## src/hw/timer_two_pkg.sv

```systemverilog
/*
  shared constants and carrier types for the timer two control block:
  register offsets, bit positions, reset values and the apb carrier.
  assumes a 32-bit apb master and one 40 MHz clock.
*/
package timer_two_pkg;
  // byte offsets of the registers (one aligned word each)
  localparam logic [11:0] CTRL_OFFSET     = 12'h0c8;  // control register
  localparam logic [11:0] COUNT_OFFSET    = 12'h0cc;  // count high:low
  localparam logic [11:0] RELOAD_OFFSET   = 12'h0d0;  // reload high:low
  localparam logic [11:0] IRQ_STAT_OFFSET = 12'h0d4;  // sticky event status
  localparam logic [11:0] IRQ_EN_OFFSET   = 12'h0d8;  // event enables
  localparam logic [11:0] IRQ_CLR_OFFSET  = 12'h0dc;  // write one to clear
  localparam logic [11:0] MODE_OFFSET     = 12'h0e0;  // up/down mode bit
  // control register bit positions
  localparam int OVF_BIT   = 7;
  localparam int EXT_BIT   = 6;
  localparam int RXB_BIT   = 5;
  localparam int TXB_BIT   = 4;
  localparam int EXEN_BIT  = 3;
  localparam int RUN_BIT   = 2;
  localparam int CNT_BIT   = 1;
  localparam int CAP_BIT   = 0;
  // reset values
  localparam logic [7:0]  CTRL_RESET  = 8'h00;
  localparam logic [15:0] COUNT_RESET = 16'h0000;
  localparam logic [1:0]  IRQ_RESET   = 2'h0;
  // interrupt status layout: bit0 overflow, bit1 external event
  localparam int IRQ_OVF = 0;
  localparam int IRQ_EXT = 1;

  // apb request from master
  typedef struct packed {
    logic        psel;
    logic        penable;
    logic        pwrite;
    logic [11:0] paddr;
    logic [31:0] pwdata;
  } apb_req_t;

  // apb answer to master
  typedef struct packed {
    logic        pready;
    logic        pslverr;
    logic [31:0] prdata;
  } apb_rsp_t;

  // serial port clock selections
  typedef struct packed {
    logic rxUseTimer;
    logic txUseTimer;
    logic rxBaudTick;
    logic txBaudTick;
  } baud_t;
endpackage

```

## src/hw/timer_two_control.sv

```systemverilog
/*
  timer two control: 16-bit timer/counter with capture and auto-reload,
  baud clock selection for the serial port, sticky event flags and an
  apb register slave. assumes pins already synchronous to ref_clk and
  the timer one overflow given as a one-cycle pulse.
*/
// Implementation choice: register access over APB.
// Notes on behaviour
// - enabled trigger fall captures or reloads, not in baud
// - trigger pin ignored while pin enable clear
// - trigger action sets sticky event flag
// - receive baud select picks timer or timer one
// - transmit baud select picks timer or timer one
// - counting only while run control set
// - counter select clear counts every clock
// - counter select set counts input falling edges
// - baud select forces auto-reload on overflow
// - control register resets to zero
// - baud, auto-reload and capture share reload pair
`timescale 1ns/10ps
`default_nettype none
module timer_two_control
  import timer_two_pkg::*;
(
  input  wire logic                    ref_clk,
  input  wire logic                    rst,
  input  wire timer_two_pkg::apb_req_t apbReq,
  output var  timer_two_pkg::apb_rsp_t apbRsp,
  input  wire logic                    captureTriggerPin,
  input  wire logic                    countInputPin,
  input  wire logic                    timerOneOverflow,
  output var  timer_two_pkg::baud_t    baud,
  output logic                         irq
);
  import timer_two_pkg::*;

  // whole module state in one packed struct
  typedef struct packed {
    logic [7:0]  ctrl;       // control register
    logic [15:0] count;      // count high:low
    logic [15:0] reload;     // reload high:low
    logic [1:0]  irqEn;      // interrupt enables
    logic        upDown;     // up/down counter mode flag
    logic        trigPrev;   // last trigger pin level
    logic        cntPrev;    // last count pin level
    apb_rsp_t    rsp;        // registered apb answer
    baud_t       baud;       // registered baud outputs
    logic        irq;        // registered interrupt
  } state_t;

  state_t cur;        // registered state
  state_t next_cur;   // next state

  // decoded events of this cycle
  logic trigFall;     // falling edge on the trigger pin
  logic cntFall;      // falling edge on the count pin
  logic tick;         // timer advances this cycle
  logic overflow;     // count wraps this cycle
  logic baudMode;     // timer clocks the serial port
  logic trigAct;      // enabled trigger takes effect
  logic access;       // apb access phase
  logic [1:0] status; // sticky flags in status layout

  // combinational event decode
  always_comb
  begin
    trigFall = cur.trigPrev & ~captureTriggerPin;
    cntFall  = cur.cntPrev & ~countInputPin;
    baudMode = cur.ctrl[RXB_BIT] | cur.ctrl[TXB_BIT];
    tick = cur.ctrl[RUN_BIT] & (cur.ctrl[CNT_BIT] ? cntFall : 1'b1);
    overflow = tick & (cur.count == 16'hffff);
    trigAct = cur.ctrl[EXEN_BIT] & trigFall & ~baudMode;
    access = apbReq.psel & apbReq.penable;
    status = {cur.ctrl[EXT_BIT], cur.ctrl[OVF_BIT]};
  end

  // next state: counting, flags, apb
  always_comb
  begin
    next_cur = cur;
    next_cur.trigPrev = captureTriggerPin;
    next_cur.cntPrev  = countInputPin;
    // counter advance
    if (tick)
    begin
      next_cur.count = cur.count + 16'h0001;
    end
    // one reload pair for every use
    if (overflow && (baudMode || !cur.ctrl[CAP_BIT]))
    begin
      next_cur.count = cur.reload;
    end
    if (trigAct)
    begin
      if (cur.ctrl[CAP_BIT])
      begin
        next_cur.reload = cur.count;
      end
      else
      begin
        next_cur.count = cur.reload;
      end
    end
    // apb access: writes happen before hardware sets so set wins
    next_cur.rsp.pready  = 1'b0;
    next_cur.rsp.pslverr = 1'b0;
    next_cur.rsp.prdata  = 32'h0000_0000;
    if (apbReq.psel && !apbReq.penable)
    begin
      // answer prepared in the access phase below; one wait state
      next_cur.rsp.pready = 1'b0;
    end
    if (access && !cur.rsp.pready)
    begin
      next_cur.rsp.pready = 1'b1;
      unique case (apbReq.paddr)
        CTRL_OFFSET:
        begin
          next_cur.rsp.prdata = {24'h000000, cur.ctrl};
          if (apbReq.pwrite)
          begin
            next_cur.ctrl = apbReq.pwdata[7:0];
          end
        end
        COUNT_OFFSET:
        begin
          next_cur.rsp.prdata = {16'h0000, cur.count};
          if (apbReq.pwrite)
          begin
            next_cur.count = apbReq.pwdata[15:0];
          end
        end
        RELOAD_OFFSET:
        begin
          next_cur.rsp.prdata = {16'h0000, cur.reload};
          if (apbReq.pwrite)
          begin
            next_cur.reload = apbReq.pwdata[15:0];
          end
        end
        IRQ_STAT_OFFSET:
        begin
          next_cur.rsp.prdata = {30'h00000000, status};
        end
        IRQ_EN_OFFSET:
        begin
          next_cur.rsp.prdata = {30'h00000000, cur.irqEn};
          if (apbReq.pwrite)
          begin
            next_cur.irqEn = apbReq.pwdata[1:0];
          end
        end
        IRQ_CLR_OFFSET:
        begin
          // write-only: reads give zero
          if (apbReq.pwrite)
          begin
            next_cur.ctrl[OVF_BIT] = cur.ctrl[OVF_BIT] & ~apbReq.pwdata[IRQ_OVF];
            next_cur.ctrl[EXT_BIT] = cur.ctrl[EXT_BIT] & ~apbReq.pwdata[IRQ_EXT];
          end
        end
        MODE_OFFSET:
        begin
          next_cur.rsp.prdata = {31'h00000000, cur.upDown};
          if (apbReq.pwrite)
          begin
            next_cur.upDown = apbReq.pwdata[0];
          end
        end
        default:
        begin
          // unmapped: error answer
          next_cur.rsp.pslverr = 1'b1;
        end
      endcase
    end
    if (overflow && !baudMode)
    begin
      next_cur.ctrl[OVF_BIT] = 1'b1;
    end
    if (trigAct)
    begin
      next_cur.ctrl[EXT_BIT] = 1'b1;
    end
    next_cur.baud.rxUseTimer = next_cur.ctrl[RXB_BIT];
    next_cur.baud.txUseTimer = next_cur.ctrl[TXB_BIT];
    next_cur.baud.rxBaudTick = cur.ctrl[RXB_BIT] ? overflow : timerOneOverflow;
    next_cur.baud.txBaudTick = cur.ctrl[TXB_BIT] ? overflow : timerOneOverflow;
    // event flag never interrupts in up/down mode
    next_cur.irq = (next_cur.ctrl[OVF_BIT] & next_cur.irqEn[IRQ_OVF])
                 | (next_cur.ctrl[EXT_BIT] & next_cur.irqEn[IRQ_EXT]
                    & ~next_cur.upDown);
  end

  // state register
  always_ff @(posedge ref_clk)
  begin
    if (rst)
    begin
      cur          <= '0;
      cur.ctrl     <= CTRL_RESET;
      cur.count    <= COUNT_RESET;
      cur.reload   <= COUNT_RESET;
      cur.irqEn    <= IRQ_RESET;
      cur.trigPrev <= 1'b1;
      cur.cntPrev  <= 1'b1;
    end
    else
    begin
      cur <= next_cur;
    end
  end

  // outputs straight from flip-flops
  assign apbRsp = cur.rsp;
  assign baud   = cur.baud;
  assign irq    = cur.irq;

  chk_run_stop_hold: assert property (@(posedge ref_clk) disable iff (rst)
    !cur.ctrl[RUN_BIT] && !(access && apbReq.pwrite) && !trigAct |=> $stable(cur.count))
    else $error("count moved while stopped");
  chk_timer_inc: assert property (@(posedge ref_clk) disable iff (rst)
    cur.ctrl[RUN_BIT] && !cur.ctrl[CNT_BIT] && cur.count != 16'hffff && !trigAct
    && !access |=> cur.count == $past(cur.count) + 16'h0001)
    else $error("timer did not increment");
  // counter mode needs a pin fall
  chk_counter_edge: assert property (@(posedge ref_clk) disable iff (rst)
    cur.ctrl[CNT_BIT] && !cntFall && !trigAct && !access |=> $stable(cur.count))
    else $error("counter moved without edge");
  chk_trig_ignore: assert property (@(posedge ref_clk) disable iff (rst)
    !cur.ctrl[EXEN_BIT] && !cur.ctrl[EXT_BIT] && !access |=> !cur.ctrl[EXT_BIT])
    else $error("event flag set while pin disabled");
  chk_ext_set: assert property (@(posedge ref_clk) disable iff (rst)
    trigAct |=> cur.ctrl[EXT_BIT])
    else $error("event flag not set");
  // no trigger action in baud mode
  chk_baud_no_trig: assert property (@(posedge ref_clk) disable iff (rst)
    baudMode |-> !trigAct)
    else $error("trigger acted in baud mode");
  chk_baud_reload: assert property (@(posedge ref_clk) disable iff (rst)
    overflow && baudMode && !access |=> cur.count == $past(cur.reload))
    else $error("no forced reload");
  chk_ovf_flag: assert property (@(posedge ref_clk) disable iff (rst)
    overflow && !baudMode |=> cur.ctrl[OVF_BIT])
    else $error("overflow flag missing");
  chk_rx_source: assert property (@(posedge ref_clk) disable iff (rst)
    cur.ctrl[RXB_BIT] && overflow |=> baud.rxBaudTick)
    else $error("receive tick missing");
  chk_tx_source: assert property (@(posedge ref_clk) disable iff (rst)
    !cur.ctrl[TXB_BIT] |=> baud.txBaudTick == $past(timerOneOverflow))
    else $error("transmit tick wrong source");
  chk_capture: assert property (@(posedge ref_clk) disable iff (rst)
    trigAct && cur.ctrl[CAP_BIT] && !access |=> cur.reload == $past(cur.count))
    else $error("capture lost");
  chk_reset_ctrl: assert property (@(posedge ref_clk)
    rst |=> cur.ctrl == CTRL_RESET)
    else $error("control not cleared");

  cov_overflow: cover property (@(posedge ref_clk) disable iff (rst) overflow);
  cov_capture:  cover property (@(posedge ref_clk) disable iff (rst)
    trigAct && cur.ctrl[CAP_BIT]);
  cov_baud:     cover property (@(posedge ref_clk) disable iff (rst) overflow && baudMode);
  cov_irq:      cover property (@(posedge ref_clk) disable iff (rst) irq);
endmodule
`default_nettype wire

```

## config.mk

```make
export PLATFORM = sky130hd
export DESIGN_NAME = timer_two_control
export DESIGN_NICKNAME = d
export VERILOG_FILES = /design/src/hw/timer_two_pkg.sv /design/src/hw/timer_two_control.sv
export SDC_FILE = /design/constraint.sdc
export NUM_CORES = 1
export LEC_CHECK = 0
export ABC_CLOCK_PERIOD_IN_PS = 2290
export BUFFER_PORTS_ARGS = -buffer_cell sky130_fd_sc_hd__buf_2
export CORE_UTILIZATION = 40
export CTS_CLUSTER_DIAMETER = 30
export DETAILED_ROUTE_END_ITERATION = 16
export GPL_ROUTABILITY_DRIVEN = 0
export MAX_ROUTING_LAYER = met4
export PLACE_DENSITY_LB_ADDON = 0.2
export SKIP_LAST_GASP = 1
export SLEW_MARGIN = 10
export SYNTH_ARGS = -nofsm -noshare
export SYNTH_HDL_FRONTEND = slang
export SYNTH_SLANG_ARGS = --single-unit
```

## constraint.sdc

```tcl
create_clock -name ref_clk -period 2.29 [get_ports ref_clk]
set_clock_uncertainty 0.05 [all_clocks]
set_input_delay 0.229 -clock ref_clk [delete_from_list [all_inputs] [get_ports ref_clk]]
set_output_delay 0.229 -clock ref_clk [all_outputs]
set_load 0.05 [all_outputs]
```

==> out/metrics.cfg <==
[worst_hold_path]
min_delay_path_depth=2
hp-start=countInputPin
worstHoldPathType=input pin to flop
holdPathEnd=cur[39]

[finish]
finalNonFillerCells=578
fin_area_um2=3953
antennaDiodeCount=0
syn_to_final_growth_pct=12.30
layout-drive-gt1-share_pct=22.83
fin_nets=521

[logic_synthesis]
syn_avg_cell_area_um2=8.301
asyncSetResetFlopFracSynth_pct=0
yosysWarnings=0
ys.flop_type=dfxtp_1
ys_types=49
ys_seq_area_share_pct=37.54
synth-seq-cells=66
synth_edf_count=0
synthCells=424
syn_area_um2=3520

[job]
maxCapViolCount=0

[outcome]
outcome=finished clean

[critical_path]
worstPathArrival_ns=2.24
cp_max_fo=8
required_ns=2.48
slowest_delay_ns=0.40
critPathBufInv=1
path_cells=ha_1 > nand2_1 > a2111oi_4 > nand3_1 > o22ai_2 > buf_4 > mux2i_1 > o21ai_1
criticalPathCategory=flop to flop
reg2reg_from=cur[61]
path_delay_family=compound AO/OA/AOI/OAI gates
r2r_cells=8
slowest_stage=a2111oi_4
rrSetupSlack_ns=0.23
r2r_end=cur[72]
end_kind=flop
critPathLaunchType=flop

[floorplan]
die_area_um2=9179
die_w_um=95.81
pin_count=91
initial_core_util_pct=41.99
core.rowCount=33
die_h_um=95.81
core_area_um2=8382

[timing]
setup_violations=0
drv_slew=0
finalCritPeriodShare_pct=89.92
rsz0062_at_grt=no
fin_tns_setup_ns=0
finalHoldViolCount=0
max_freq_mhz=485.6
fin_crit_ns=2.059

[grt]
grt_overflow=0
antenna_found_initial=0
grt_pass1_wl_um=15010
grt_max_degree=33
grt_pass1_vias=2925
grt_usage_pct=22.65

[clocking]
postCtsSetupBuffers=0
root_buffer=clkbuf_8
cts.clk_slew.worst_paths_ns=0.07
cts_tree=built
cts_buffers=9
clk-insertion-delay-late_ns=0.35
cts.sinks=66
htree_levels=3
cts_hold_buf=0
cts.path.max_buffers=2

[placed_design]
dp.cells=562
hpwl_um=6715
place_area_um2=3769
port_buffers=58

[pwr]
peakVddDrop_mv=0.3677
pwr_density_cell_nw_per_um2=569.3
power.leakage_nw=1.479

[drt]
antenna_left=0
avgViaCountPerCell=5.486
num_vias=3171
dr.pass1.iters=7
wl_per_cell_um=16.38
drc=0
drt_iter0_markers=252
wl_um=9465

per-layer routing:
layer / vias up / GRT usage [%] / part of all wire [%]
met5: - / - / 0
li1: 1537 / - / -
met3: 18 / 4.581 / 7.4
met2: 145 / 32.14 / 43
met4: 0 / 11.44 / 1.9
met1: 1471 / 30.35 / 48
registers in the layout (all words and copies together) (netlist names):
signal / cells
baud: 2
apbRsp: 18
irq: 1
cur: 45
report_power, final:
part / switching (mW) / leakage (nW) / internal (mW) / total [mW]
sequential: 0.00170 / 0.533 / 1.15 / 1.15
combinational: 0.132 / 0.849 / 0.0396 / 0.172
clock: 0.445 / 0.0965 / 0.479 / 0.924
worst max-delay path by stage:
stage,startpoint,end,slack (ns),cells after the start
global placement,apbReq[43],cur[45],0.24,7
detailed placement,apbReq[43],cur[53],0.17,7
finish,cur[61],cur[72],0.23,8
global route,cur[61],cur[65],0.03,8
CTS,cur[60],cur[65],0.17,8
floorplan,cur[60],cur[66],0.23,9
layout make-up:
| class | count | area (um2) |
|---|---|---|
| fillers | 846 | 4429 |
| inverters | 3 | 11.26 |
| clock inverters | 2 | 10.01 |
| clock buffers | 14 | 172.7 |
| repair buffers | 80 | 455.4 |
| multi-input cells | 308 | 1849 |
| flip-flops and latches | 66 | 1323 |
| well taps | 105 | 131.4 |
timing repair:
item / in CTS / in global routing
setup endpoints to repair: 0 / 1
gates resized for setup: 0 / 1
endpoints found under the hold margin: 0 / 0
through the flow:
stage	hold WS [ns]	total power, mW	setup slack (ns)	utilization, %
floorplan	0.2624	1.315	0.2272	-
finish	0.01754	2.250	0.2308	47.16
CTS	0.01330	2.257	0.1666	47.14
detailed placement	0.3797	1.351	0.1723	44.96
global route	0.02373	2.320	0.02545	47.16
global placement	0.3784	1.350	0.2399	44.96
worst register-to-register path, delay by kind of cell (launching register included):
family,cells,cell delay [ns]
AOI/OAI and AO/OA,3,0.68
DFF,1,0.39
and+or+nand+nor,2,0.24
buffers and inverters,1,0.21
muxes,1,0.20
adders and majority gates,1,0.17
cells in the mapped netlist (11+ instances only):
cell type	n	share of area, %
a311oi_1	16	4.0
dfxtp_1	66	38
a22oi_1	12	2.6
buf_4	39	8.3
xnor2_1	12	3.0
a21oi_1	15	2.1
o21ai_0	11	1.6
nand3_1	35	5.0
nor2_1	39	4.2
mux2i_1	21	6.0
nand2_1	62	6.6
clkbuf_1	18	1.9
kinds of logic (layout without fill, tap and decap cells):
group,after synthesis,in the layout,share of synthesized area (%)
xor gates and xnor gates,15,15,3.733
AOI/OAI and AO/OA,80,80,16.39
DFF,66,66,37.54
buffers and inverters,65,99,11.70
and+or+nand+nor,174,174,23.89
muxes,22,22,6.292
other,1,16,0.1065
adders and majority gates,1,1,0.3554
cells in the final DEF, fill, tap and decap left out, types with 2 or more instances in the layout:
| cell type | instances |
|---|---|
| o21ai_1 | 8 |
| dfxtp_1 | 65 |
| clkbuf_1 | 2 |
| a31oi_1 | 4 |
| clkinv_2 | 2 |
| and4_1 | 3 |
| nor2b_1 | 3 |
| buf_2 | 58 |
| o31ai_1 | 4 |
| a311oi_1 | 16 |
| a222oi_1 | 3 |
| a22oi_1 | 12 |
| nor2_1 | 39 |
| nand4_1 | 3 |
| a21oi_1 | 15 |
| clkbuf_8 | 12 |
| nor3_1 | 5 |
| and2_1 | 6 |
| and3_1 | 5 |
| inv_1 | 3 |
| o21ai_0 | 11 |
| conb_1 | 16 |
| xor2_1 | 3 |
| nand3_1 | 35 |
| nand2_1 | 62 |
| xnor2_1 | 12 |
| buf_4 | 22 |
| or2_2 | 2 |
| mux2i_1 | 21 |
(Power assumes the default switching activity.)
